--- config.mk ---
export PLATFORM = sky130hd
export DESIGN_NAME = sbgl_top
export DESIGN_NICKNAME = d
export VERILOG_FILES = /design/src/inc/sbgl_pkg.sv /design/src/rtl/sbgl_buf.sv /design/src/rtl/sbgl_top.sv
export VERILOG_INCLUDE_DIRS = /design/src /design/src/inc
export SDC_FILE = /design/constraint.sdc
export NUM_CORES = 1
export LEC_CHECK = 0
export ABC_CLOCK_PERIOD_IN_PS = 2800
export BUFFER_PORTS_ARGS = -buffer_cell sky130_fd_sc_hd__buf_2
export CORE_ASPECT_RATIO = 0.9
export CORE_MARGIN = 3
export CORE_UTILIZATION = 47
export DETAILED_ROUTE_END_ITERATION = 8
export PLACE_DENSITY = 0.8
export SETUP_SLACK_MARGIN = 0.02
export SKIP_LAST_GASP = 1
export SLEW_MARGIN = 30
export SYNTH_ARGS = -nofsm -noshare
export SYNTH_HDL_FRONTEND = slang
export SYNTH_SLANG_ARGS = --single-unit
--- constraint.sdc ---
create_clock -name ref_clk -period 2.8 [get_ports ref_clk]
set_input_delay 0.28 -clock ref_clk [delete_from_list [all_inputs] [get_ports ref_clk]]
set_output_delay 0.28 -clock ref_clk [all_outputs]
set_load 0.02 [all_outputs]
--- src/inc/sbgl_consts.svh ---
// Register offsets, field positions, reset values and divider figures.
`ifndef SBGL_CONSTS_SVH
`define SBGL_CONSTS_SVH

`define SBGL_ADDR_W        8
`define SBGL_OFF_RATE      8'h00
`define SBGL_OFF_CTRL      8'h04
`define SBGL_OFF_STATUS    8'h08
`define SBGL_OFF_TXDATA    8'h0C

`define SBGL_RATE_RESET    8'h00
`define SBGL_CTRL_RESET    2'h0

`define SBGL_CTRL_TXEN     0
`define SBGL_CTRL_RXEN     1

`define SBGL_ST_STOP       0
`define SBGL_ST_WAIT       1
`define SBGL_ST_TXBUSY     2
`define SBGL_ST_RXBUSY     3
`define SBGL_ST_PEND       4
`define SBGL_ST_PORTEN     5

`define SBGL_NP_SEL0       4'h1
`define SBGL_NP_SEL1       4'h3
`define SBGL_NP_SEL2       4'h4
`define SBGL_NP_SEL3       4'hD

`define SBGL_TX_OVERSAMPLE 11'h010
`define SBGL_RX_PHASE_LAST 4'hF

`define SBGL_RESP_OKAY     2'h0
`define SBGL_RESP_SLVERR   2'h2

`endif

--- src/inc/sbgl_pkg.sv ---
// Types shared by the baud generator files.
package sbgl_pkg;

    typedef struct packed {
        logic [1:0] presSel;
        logic [2:0] txSel;
        logic [2:0] rxSel;
    } sbgl_rate_t;

    typedef struct packed {
        logic rxEn;
        logic txEn;
    } sbgl_ctrl_t;

    typedef enum logic [1:0] {
        MODE_RUN,
        MODE_WAIT,
        MODE_STOP
    } sbgl_mode_t;

endpackage

--- src/rtl/sbgl_buf.sv ---
// Two-entry buffer with valid and ready on both sides.
`timescale 1ns/100ps
module sbgl_buf #(
    parameter int WIDTH = 8,
    parameter int DEPTH = 2
) (
    // Clock and reset
    input  wire logic             ref_clk,
    input  wire logic             rst,
    // Filling side
    input  wire logic             inValid,
    output wire logic             inReady,
    input  wire logic [WIDTH-1:0] inData,
    // Draining side
    output wire logic             outValid,
    input  wire logic             outReady,
    output wire logic [WIDTH-1:0] outData
);
    localparam int PW = (DEPTH > 1) ? $clog2(DEPTH) : 1;
    localparam int CW = $clog2(DEPTH + 1);

    logic [WIDTH-1:0] mem_r [DEPTH];
    logic [PW-1:0]    wrPtr_r;
    logic [PW-1:0]    rdPtr_r;
    logic [CW-1:0]    count_r;

    wire push = inValid && inReady;
    wire pop  = outValid && outReady;

    assign inReady  = (count_r != CW'(DEPTH));
    assign outValid = (count_r != '0);
    assign outData  = mem_r[rdPtr_r];

    function automatic logic [PW-1:0] bump(input logic [PW-1:0] p);
        return (p == PW'(DEPTH - 1)) ? '0 : p + PW'(1);
    endfunction

    always_ff @(posedge ref_clk) begin
        if (push) begin
            mem_r[wrPtr_r] <= inData;
        end
    end

    always_ff @(posedge ref_clk) begin
        if (rst) begin
            wrPtr_r <= '0;
            rdPtr_r <= '0;
            count_r <= '0;
        end else begin
            if (push) begin
                wrPtr_r <= bump(wrPtr_r);
            end
            if (pop) begin
                rdPtr_r <= bump(rdPtr_r);
            end
            count_r <= count_r + CW'(push) - CW'(pop);
        end
    end
endmodule // sbgl_buf

--- src/rtl/sbgl_top.sv ---
// Baud-rate generator with stop and wait behaviour and AXI4-Lite registers.
//
// Behaviour
// - Prescaler divides processor clock by 1, 3, 4 or 13 per select.
// - Receive divider divides by two to its select; transmit divider by sixteen times that.
// - Receive tick runs sixteen times the receive baud rate.
// - Whole chain runs from the processor clock, scaling with it.
// - Stop mode halts the generator; no transmit or receive progress.
// - Transmit timing freezes in stop and resumes where it left.
// - Receive frame in progress at stop entry is aborted, not resumed.
// - Wait mode leaves generator and both directions running normally.
// - A serial interrupt condition during wait mode wakes the system.
// - Clearing both enable bits disables the port to save power.
// - One prescaler output feeds both transmit and receive dividers.
// - Transmit and receive rate selections are independent.
//
// Decided for this implementation: the address map and the AXI4-Lite interface to the registers.
`timescale 1ns/100ps
`include "sbgl_consts.svh"
module sbgl_top (
    // Clock and reset
    input  wire logic       ref_clk,
    input  wire logic       rst,
    // AXI4-Lite write address and data
    input  wire logic       awvalid,
    output wire logic       awready,
    input  wire logic [7:0] awaddr,
    input  wire logic       wvalid,
    output wire logic       wready,
    input  wire logic [31:0] wdata,
    input  wire logic [3:0] wstrb,
    // AXI4-Lite write response
    output wire logic       bvalid,
    input  wire logic       bready,
    output wire logic [1:0] bresp,
    // AXI4-Lite read
    input  wire logic       arvalid,
    output wire logic       arready,
    input  wire logic [7:0] araddr,
    output wire logic       rvalid,
    input  wire logic       rready,
    output wire logic [31:0] rdata,
    output wire logic [1:0] rresp,
    // Power modes and wake-up
    input  wire logic       stopMode,
    input  wire logic       waitMode,
    input  wire logic       serialIrq,
    output wire logic       wakeReq,
    // Shifter side
    input  wire logic       txBusy,
    input  wire logic       rxBusy,
    output wire logic       txEnable,
    output wire logic       rxEnable,
    output wire logic       txTick,
    output wire logic       rxTick,
    output wire logic       rxBitTick,
    output wire logic       rxAbort,
    // Transmit byte stream
    output wire logic       txDataValid,
    input  wire logic       txDataReady,
    output wire logic [7:0] txData
);
    sbgl_pkg::sbgl_rate_t rate_r;
    sbgl_pkg::sbgl_ctrl_t ctrl_r;
    sbgl_pkg::sbgl_mode_t mode;

    logic [3:0]  presCnt_r;
    logic [10:0] txCnt_r;
    logic [6:0]  rxCnt_r;
    logic [3:0]  rxPhase_r;
    logic        stopDly_r;
    logic        rxAbort_r;
    logic        wakeReq_r;

    logic        awHeld_r;
    logic        wHeld_r;
    logic [7:0]  awAddr_r;
    logic [31:0] wData_r;
    logic [3:0]  wStrb_r;
    logic        bvalid_r;
    logic [1:0]  bresp_r;
    logic        rvalid_r;
    logic [31:0] rdata_r;
    logic [1:0]  rresp_r;

    // Register decode.
    wire        bothHeld  = awHeld_r && wHeld_r && !bvalid_r;
    wire        hitRate   = (awAddr_r == `SBGL_OFF_RATE);
    wire        hitCtrl   = (awAddr_r == `SBGL_OFF_CTRL);
    wire        hitTxData = (awAddr_r == `SBGL_OFF_TXDATA);
    wire        hitStatW  = (awAddr_r == `SBGL_OFF_STATUS);
    wire        wrMapped  = hitRate || hitCtrl || hitTxData || hitStatW;
    wire        lane0     = wStrb_r[0];
    wire        bufReady;
    // A data write waits for buffer room, so the stall reaches the master.
    wire        wrCommit  = bothHeld && !(hitTxData && lane0 && !bufReady);
    wire        rateWr    = wrCommit && hitRate && lane0;
    wire        ctrlWr    = wrCommit && hitCtrl && lane0;
    wire        bufPush   = wrCommit && hitTxData && lane0;

    // Divider chain.
    wire        portEn    = ctrl_r.txEn || ctrl_r.rxEn;
    wire        run       = !stopMode && portEn;
    wire        stopEnter = stopMode && !stopDly_r;
    wire [3:0]  np        = (rate_r.presSel == 2'h0) ? `SBGL_NP_SEL0 :
                            (rate_r.presSel == 2'h1) ? `SBGL_NP_SEL1 :
                            (rate_r.presSel == 2'h2) ? `SBGL_NP_SEL2 :
                                                       `SBGL_NP_SEL3;
    wire [3:0]  npLast    = np - 4'h1;
    wire [10:0] txLast    = (`SBGL_TX_OVERSAMPLE << rate_r.txSel) - 11'h001;
    wire [7:0]  nrDiv     = 8'h01 << rate_r.rxSel;
    wire [6:0]  rxLast    = 7'(nrDiv - 8'h01);
    wire        presTick  = run && (presCnt_r == npLast);
    wire        txTickInt = presTick && (txCnt_r == txLast);
    wire        rxTickInt = presTick && (rxCnt_r == rxLast);

    assign mode = stopMode ? sbgl_pkg::MODE_STOP :
                  waitMode ? sbgl_pkg::MODE_WAIT : sbgl_pkg::MODE_RUN;

    // Only the processor clock advances the chain, so slow bus mode scales
    // every rate with it. Wait mode does not enter the run term at all.
    always_ff @(posedge ref_clk) begin
        if (rst || rateWr) begin
            presCnt_r <= 4'h0;
        end else if (run) begin
            presCnt_r <= presTick ? 4'h0 : presCnt_r + 4'h1;
        end
    end

    // Transmit count holds while stopped so a frame resumes in place.
    always_ff @(posedge ref_clk) begin
        if (rst || rateWr) begin
            txCnt_r <= 11'h000;
        end else if (presTick) begin
            txCnt_r <= txTickInt ? 11'h000 : txCnt_r + 11'h001;
        end
    end

    // Receive counts restart at stop entry; the partial frame is dropped.
    always_ff @(posedge ref_clk) begin
        if (rst || rateWr || stopEnter) begin
            rxCnt_r   <= 7'h00;
            rxPhase_r <= 4'h0;
        end else if (presTick) begin
            rxCnt_r <= rxTickInt ? 7'h00 : rxCnt_r + 7'h01;
            if (rxTickInt) begin
                rxPhase_r <= rxPhase_r + 4'h1;
            end
        end
    end

    always_ff @(posedge ref_clk) begin
        if (rst) begin
            stopDly_r <= 1'b0;
            rxAbort_r <= 1'b0;
            wakeReq_r <= 1'b0;
        end else begin
            stopDly_r <= stopMode;
            rxAbort_r <= stopEnter && ctrl_r.rxEn;
            wakeReq_r <= waitMode && serialIrq;
        end
    end

    assign txTick    = txTickInt && ctrl_r.txEn;
    assign rxTick    = rxTickInt && ctrl_r.rxEn;
    assign rxBitTick = rxTick && (rxPhase_r == `SBGL_RX_PHASE_LAST);
    assign rxAbort   = rxAbort_r;
    assign wakeReq   = wakeReq_r;
    assign txEnable  = ctrl_r.txEn;
    assign rxEnable  = ctrl_r.rxEn;

    // Write channels are taken in either order and joined before the answer.
    assign awready = !awHeld_r && !bvalid_r;
    assign wready  = !wHeld_r && !bvalid_r;
    assign bvalid  = bvalid_r;
    assign bresp   = bresp_r;

    always_ff @(posedge ref_clk) begin
        if (rst) begin
            awHeld_r <= 1'b0;
            wHeld_r  <= 1'b0;
            awAddr_r <= 8'h00;
            wData_r  <= 32'h00000000;
            wStrb_r  <= 4'h0;
            bvalid_r <= 1'b0;
            bresp_r  <= `SBGL_RESP_OKAY;
        end else begin
            if (awvalid && awready) begin
                awHeld_r <= 1'b1;
                awAddr_r <= {awaddr[7:2], 2'h0};
            end
            if (wvalid && wready) begin
                wHeld_r <= 1'b1;
                wData_r <= wdata;
                wStrb_r <= wstrb;
            end
            if (wrCommit) begin
                awHeld_r <= 1'b0;
                wHeld_r  <= 1'b0;
                bvalid_r <= 1'b1;
                bresp_r  <= wrMapped ? `SBGL_RESP_OKAY : `SBGL_RESP_SLVERR;
            end else if (bvalid_r && bready) begin
                bvalid_r <= 1'b0;
            end
        end
    end

    always_ff @(posedge ref_clk) begin
        if (rst) begin
            rate_r <= `SBGL_RATE_RESET;
            ctrl_r <= `SBGL_CTRL_RESET;
        end else begin
            if (rateWr) begin
                rate_r <= wData_r[7:0];
            end
            if (ctrlWr) begin
                ctrl_r.txEn <= wData_r[`SBGL_CTRL_TXEN];
                ctrl_r.rxEn <= wData_r[`SBGL_CTRL_RXEN];
            end
        end
    end

    // Read path.
    wire [31:0] statusWord = {26'h0, portEn, txDataValid, rxBusy, txBusy,
                              mode == sbgl_pkg::MODE_WAIT,
                              mode == sbgl_pkg::MODE_STOP};
    wire [7:0]  rdAddr  = {araddr[7:2], 2'h0};
    wire        rdRate  = (rdAddr == `SBGL_OFF_RATE);
    wire        rdCtrl  = (rdAddr == `SBGL_OFF_CTRL);
    wire        rdStat  = (rdAddr == `SBGL_OFF_STATUS);
    wire        rdTxd   = (rdAddr == `SBGL_OFF_TXDATA);
    wire [31:0] rdMux   = rdRate ? {24'h0, rate_r} :
                          rdCtrl ? {30'h0, ctrl_r} :
                          rdStat ? statusWord : 32'h00000000;

    assign arready = !rvalid_r;
    assign rvalid  = rvalid_r;
    assign rdata   = rdata_r;
    assign rresp   = rresp_r;

    always_ff @(posedge ref_clk) begin
        if (rst) begin
            rvalid_r <= 1'b0;
            rdata_r  <= 32'h00000000;
            rresp_r  <= `SBGL_RESP_OKAY;
        end else if (arvalid && arready) begin
            rvalid_r <= 1'b1;
            rdata_r  <= rdMux;
            rresp_r  <= (rdRate || rdCtrl || rdStat || rdTxd) ?
                        `SBGL_RESP_OKAY : `SBGL_RESP_SLVERR;
        end else if (rvalid_r && rready) begin
            rvalid_r <= 1'b0;
        end
    end

    sbgl_buf #(
        .WIDTH (8),
        .DEPTH (2)
    ) u_txBuf (
        .ref_clk  (ref_clk),
        .rst      (rst),
        .inValid  (bufPush),
        .inReady  (bufReady),
        .inData   (wData_r[7:0]),
        .outValid (txDataValid),
        .outReady (txDataReady),
        .outData  (txData)
    );

    // Helper logic for the checks: cycles between receive ticks.
    logic [10:0] rxGap_r;
    logic        gapValid_r;
    wire  [10:0] rxPeriod = {7'h00, np} * {3'h0, nrDiv};

    always_ff @(posedge ref_clk) begin
        if (rst || rateWr || !run) begin
            rxGap_r    <= 11'h000;
            gapValid_r <= 1'b0;
        end else if (rxTickInt) begin
            rxGap_r    <= 11'h000;
            gapValid_r <= 1'b1;
        end else begin
            rxGap_r <= rxGap_r + 11'h001;
        end
    end

    wire sel1Run = run && !rateWr && (rate_r.presSel == 2'h1);
endmodule // sbgl_top

==> results.cfg, run 1 <==
[cts]
cts_tree = done
clk_latency_ps = 350
clk_path_buf_depth = 2
cts_made_buffers = 9
cts.clk_slew.worst_paths_ps = 90
cts_max_level = 3
cts_root_buf = clkbuf_8
cts.sinks = 89

[sta]
timing.fmax_ghz = 0.354
hold_violations = 0
worst_clock_skew_ps = 11.3
worstMarginPinSlew_ps = 544
fin_crit_ps = 2820
rsz0062_at_grt = yes
setup_violations = 1
relSlewSlack = 0.633
fin_ws_ps = -23.4
slew_violations = 0
period_share = 1.01
setup_tns_ps = -23.4

[pwr]
cellLeakagePower_nw = 1.95
switching_share = 0.277
switching_power_w = 0.000680
clockPowerShare = 0.335
p_int_w = 0.00177
vdd_drop_max_mv = 0.294
p_seq_frac = 0.558
combinationalPowerShare = 0.107
power_density_nw_per_um2 = 505

[floorplan]
die_w_um = 106
coreArea_um2 = 8650
dieArea_um2 = 10100
initial_core_util = 0.487
die_y_um = 95.8
rows = 32
io_pins = 122

[route]
dr.pass1.iters = 4
route.detailed.drc = 0
drt-initial-drc-count = 202
post_drt_wl_per_cell_um = 13.3
via_per_inst = 5.13
ant_nets = 0
routed_wl_um = 8850
vias = 3411

[place]
place_ws_ps = 265
place_hpwl_um = 6560
place_inst = 644
io_buffers = 64
gp_congestion = 0.785

[yosys]
yosysSeqAreaShare = 0.461
synth_cells = 472
synth_seq_cells = 89
avgSynthCellArea_um2 = 8.93
synth.distinct_cells = 50
ys_warn_count = 0
synth_area_um2 = 4210
synthFlopType = dfxtp_1
synth_edf_count = 16
async_reset_ff_frac = 0

[setup_path]
worstSetupStartpointType = register
cp-end-kind = output port
arrival_ps = 2540
path_class = register to output port
worst-path-max-fanout = 3
crit_required_ps = 2520

[cells_and_area]
fin_cells = 665
diodes = 0
area_growth_syn_to_layout_pct = 15.2
fin_util = 0.561
nets = 614
fill_cells = 775
drive_above_1_share = 0.214

[global_route]
antenna_found_initial = 0
grtUsageTotal = 0.175
grt_pass1_vias = 3193
grt_pass1_wl_um = 14400
grt_max_degree = 34
overflow = 0

[worst_hold_path]
hold_class = input pin to register

[run_status]
status = complete, but fails checks
violations = negative setup slack

[run]
maxCapViolCount = 0
[Yosys cell counts, drive strengths merged, types with 4 or more instances]
cell / instances / area (um^2)
nor3: 13 / 65.1
nand2b: 5 / 31.3
dfxtp: 73 / 1460
mux2i: 14 / 140
mux2: 8 / 90.1
edfxtp: 16 / 480
a22oi: 4 / 30.0
nand2: 64 / 240
nand4: 5 / 31.3
nor2: 57 / 214
xnor2: 13 / 114
xor2: 8 / 70.1
nor4: 5 / 31.3
nor2b: 6 / 37.5
a2111oi: 4 / 72.6
clkbuf: 17 / 63.8
and2: 6 / 37.5
nand3: 15 / 75.1
a21oi: 36 / 180
or3: 4 / 30.0
inv: 13 / 48.8
buf: 27 / 199
o21ai: 11 / 55.1
ha: 8 / 100
and3: 4 / 25.0
[power by group through the flow]
stage                     logic, W  registers (W)  clock network, W
after floorplan           0.000218        0.00139                 0
after global placement    0.000258        0.00140                 0
after detailed placement  0.000263        0.00140                 0
after CTS                 0.000264        0.00137          0.000837
after global routing      0.000291        0.00137          0.000878
final                     0.000263        0.00137          0.000822
[layout make-up]
cell class              count  area (um^2)  area share
clock buffers               9          124      0.0255
clock inverters             7         60.1      0.0124
inverters                  13         48.8      0.0100
multi-input cells         351         2090       0.431
flip-flops and latches     89         1950       0.401
well taps                 119          149      0.0307
repair buffers             77          430      0.0886
[layer usage]
layer	track usage	share of wire	up-vias
met1	0.224	0.46	1593
met4	0.0647	0.0081	0
met3	0.0268	0.051	6
met2	0.303	0.48	103
li1	-	-	1709
met5	0	0	-
[cells in the final DEF, fill, tap and decap left out, drive strengths merged, types with 5 or more instances in the layout]
cell type	synthesis	routed
buf	27	77
dfxtp	73	73
nand2	64	64
nor2	57	57
a21oi	36	36
conb	1	26
inv	13	17
edfxtp	16	16
nand3	15	15
mux2i	14	14
nor3	13	13
xnor2	13	13
o21ai	11	11
clkbuf	17	9
mux2	8	8
xor2	8	8
ha	8	8
nor2b	6	6
and2	6	6
nor4	5	5
nand4	5	5
nand2b	5	5
[path summary, 6_finish.rpt]
kind         slack, ps  startpoint  cells past startpoint           to
min reg2reg        470    rdata[6]                      2     rdata[6]
max reg2reg        280   rate_r[7]                      8  txCnt_r[10]
min                120      rready                      2       rvalid
max                -20   rate_r[7]                      8    rxBitTick
[flip-flops by register name (all words and copies together) (netlist names), 4 cells and up, named ones only]
signal,flops
wData_r,8
txCnt_r,11
awAddr_r,6
u_txBuf.mem_r,16
rate_r,8
rxPhase_r,4
rdata,8
presCnt_r,4
rxCnt_r,7
[cell families after synthesis]
family,after synthesis,share of synthesized area
compound gates,77,0.124
xor+xnor,21,0.0436
fa+ha+maj,8,0.0238
buf+inv,57,0.0739
flops,89,0.461
mux,22,0.0546
other cells,1,0.000890
simple gates,197,0.218
[through the flow]
stage	area, um^2	total power (W)	hold WS [ps]
final	4860	0.00245	115
after detailed placement	4600	0.00166	452
after CTS	4820	0.00247	101
after global placement	4600	0.00166	439
after floorplan	4340	0.00161	380
after global routing	4860	0.00254	118
[critical path, stage by stage (launching register included)]
cell       delay, ps
dfxtp_4          380
ha_4             150
or3_4            350
a2111oi_4        340
o2111ai_2        190
a2111oi_4        270
and2_4           210
and4_4           200
buf_6            110
[what timing repair did]
item                                    CTS  global route
hold buffers                              0             0
resized for setup                         6             3
endpoints found under the setup margin    2             3
gates cloned                              0             0
setup buffers                             1             4
pin swaps                                 1             0
(Power assumes the default switching activity.)
==> run 2: changes to the inputs <==
CORE_UTILIZATION = 45   (was 47)
PLACE_DENSITY = 0.78   (was 0.8)
==> run 2 against run 1 <==
- the run still ends with negative setup slack left
- critical path depth did not move
- utilization shrank 0.97 points
- design area rose by 0.54%
- count of clock-buffer cells in the layout unchanged
- hold slack got worse by 18 ps
- first-iteration DRC count down 39%
- global-route usage increased by 0.30 points
- critical path type unchanged
- register-to-register slack got worse by 40 ps
==> results.cfg, run 2 (synthesis gave the netlist of run 1 again) <==
[setup_path]
path_class = register to output port
reg2reg_from = rate_r[7]
worst-path-max-fanout = 3
worstSetupStartpointType = register
ff2ff_path_depth = 9
crit_required_ps = 2520
arrival_ps = 2610
cp-end-kind = output port
crit_start = rate_r[7]

[place]
io_buffers = 64
place_hpwl_um = 6800
place_inst = 644
gp_congestion = 0.768

[pwr]
power_density_nw_per_um2 = 532
p_total_w = 0.00260
vdd_drop_max_mv = 0.285
cellLeakagePower_nw = 1.98

[sta]
worstMarginPinSlew_ps = 593
fin_hold_ws_ps = 96.9
fin_ws_ps = -85.4
setup_violations = 1
fin_crit_ps = 2890
slew_violations = 0
period_share = 1.03
hold_violations = 0
relSlewSlack = 0.600
worst_clock_skew_ps = 14.7
rsz0062_at_grt = yes
timing.fmax_ghz = 0.347
setup_tns_ps = -85.4

[global_route]
grt_pass1_vias = 3243
grt_max_degree = 25
overflow = 0
grtUsageTotal = 0.178
antenna_found_initial = 0
grt_pass1_wl_um = 15200

[route]
via_per_inst = 5.09
route.detailed.drc = 0
post_drt_wl_per_cell_um = 13.8
routed_wl_um = 9180
drt-initial-drc-count = 123
dr.pass1.iters = 4
ant_nets = 0
vias = 3391

[cts]
cts_tree = done
cts.sinks = 89
clk_path_buf_depth = 2
cts_root_buf = clkbuf_8
cts_max_level = 3
clk_latency_ps = 370
cts_made_buffers = 9
cts.clk_slew.worst_paths_ps = 90

[floorplan]
coreArea_um2 = 8850
die_w_um = 108
dieArea_um2 = 10600
initial_core_util = 0.476
io_pins = 122
die_y_um = 97.8
rows = 32

[run_status]
violations = negative setup slack
status = complete, but fails checks

[cells_and_area]
diodes = 0
ff_latch_area_um2 = 1950
nets = 615
fin_util = 0.552
largestRegisters = u_txBuf.mem_r: 16 flops, txCnt_r: 11 flops
area_growth_syn_to_layout_pct = 15.9
largest_register_ffs = 16
most-common-layout-cells = dfxtp_1, nand2_1, buf_2
multi_input_comb_area_um2 = 2090
drive_above_1_share = 0.219
fill_cells = 806
largest_register = u_txBuf.mem_r
fin_cells = 666
final_common_cell = dfxtp_1

[worst_hold_path]
min_path_cells = 2
hold_class = input pin to register
worstHoldStart = rready

[run]
maxCapViolCount = 0
-- run 2: critical path: stages (launching register included) --
cell       delay [ps]
dfxtp_4           370
ha_2              170
or3_4             340
a2111oi_4         360
o2111ai_2         200
a2111oi_4         260
and2_4            210
and4_4            190
buf_2             160
-- run 2: path summary, 6_finish.rpt --
check                             endpoint  slack [ps]
worst max-delay path             rxBitTick         -90
worst min-delay path                rvalid         100
worst max register to register  txCnt_r[8]         240
worst min register to register    rdata[6]         470
-- run 2: through the flow --
stage | worst slack (ps) | instance area (um^2)
finish | -85.4 | 4880
global route | -198 | 4880
CTS | -103 | 4830
detailed placement | 295 | 4600
global placement | 307 | 4600
floorplan | 7.46 | 4340
-- run 2: final cells by class --
cell class              count  share of cell area
multi-input cells         351               0.427
flip-flops and latches     89               0.399
repair buffers             78              0.0892
well taps                 119              0.0305
clock buffers               9              0.0254
clock inverters             7              0.0185
inverters                  13             0.00999
-- run 2: report_power, final --
group	total, W	switching, W	leakage [nW]	internal (W)
combinational	0.000267	0.000167	1.13	0.0000997
sequential	0.00137	0.0000343	0.739	0.00133
clock	0.000961	0.000520	0.111	0.000441
total	0.00260	0.000721	1.98	0.00188
-- run 2: per-layer routing --
metal / vias up / part of all wire / track usage
met3: 9 / 0.052 / 0.0390
met4: 0 / 0.014 / 0.0583
met2: 78 / 0.48 / 0.295
li1: 1716 / - / -
met1: 1588 / 0.45 / 0.230
met5: - / 0 / 0
-- run 2: what timing repair did --
action,CTS,global route
setup buffers,1,5
pin swaps,1,2
hold endpoints to repair,0,0
setup endpoints to repair,2,3
hold buffers,0,0
resized for setup,2,6
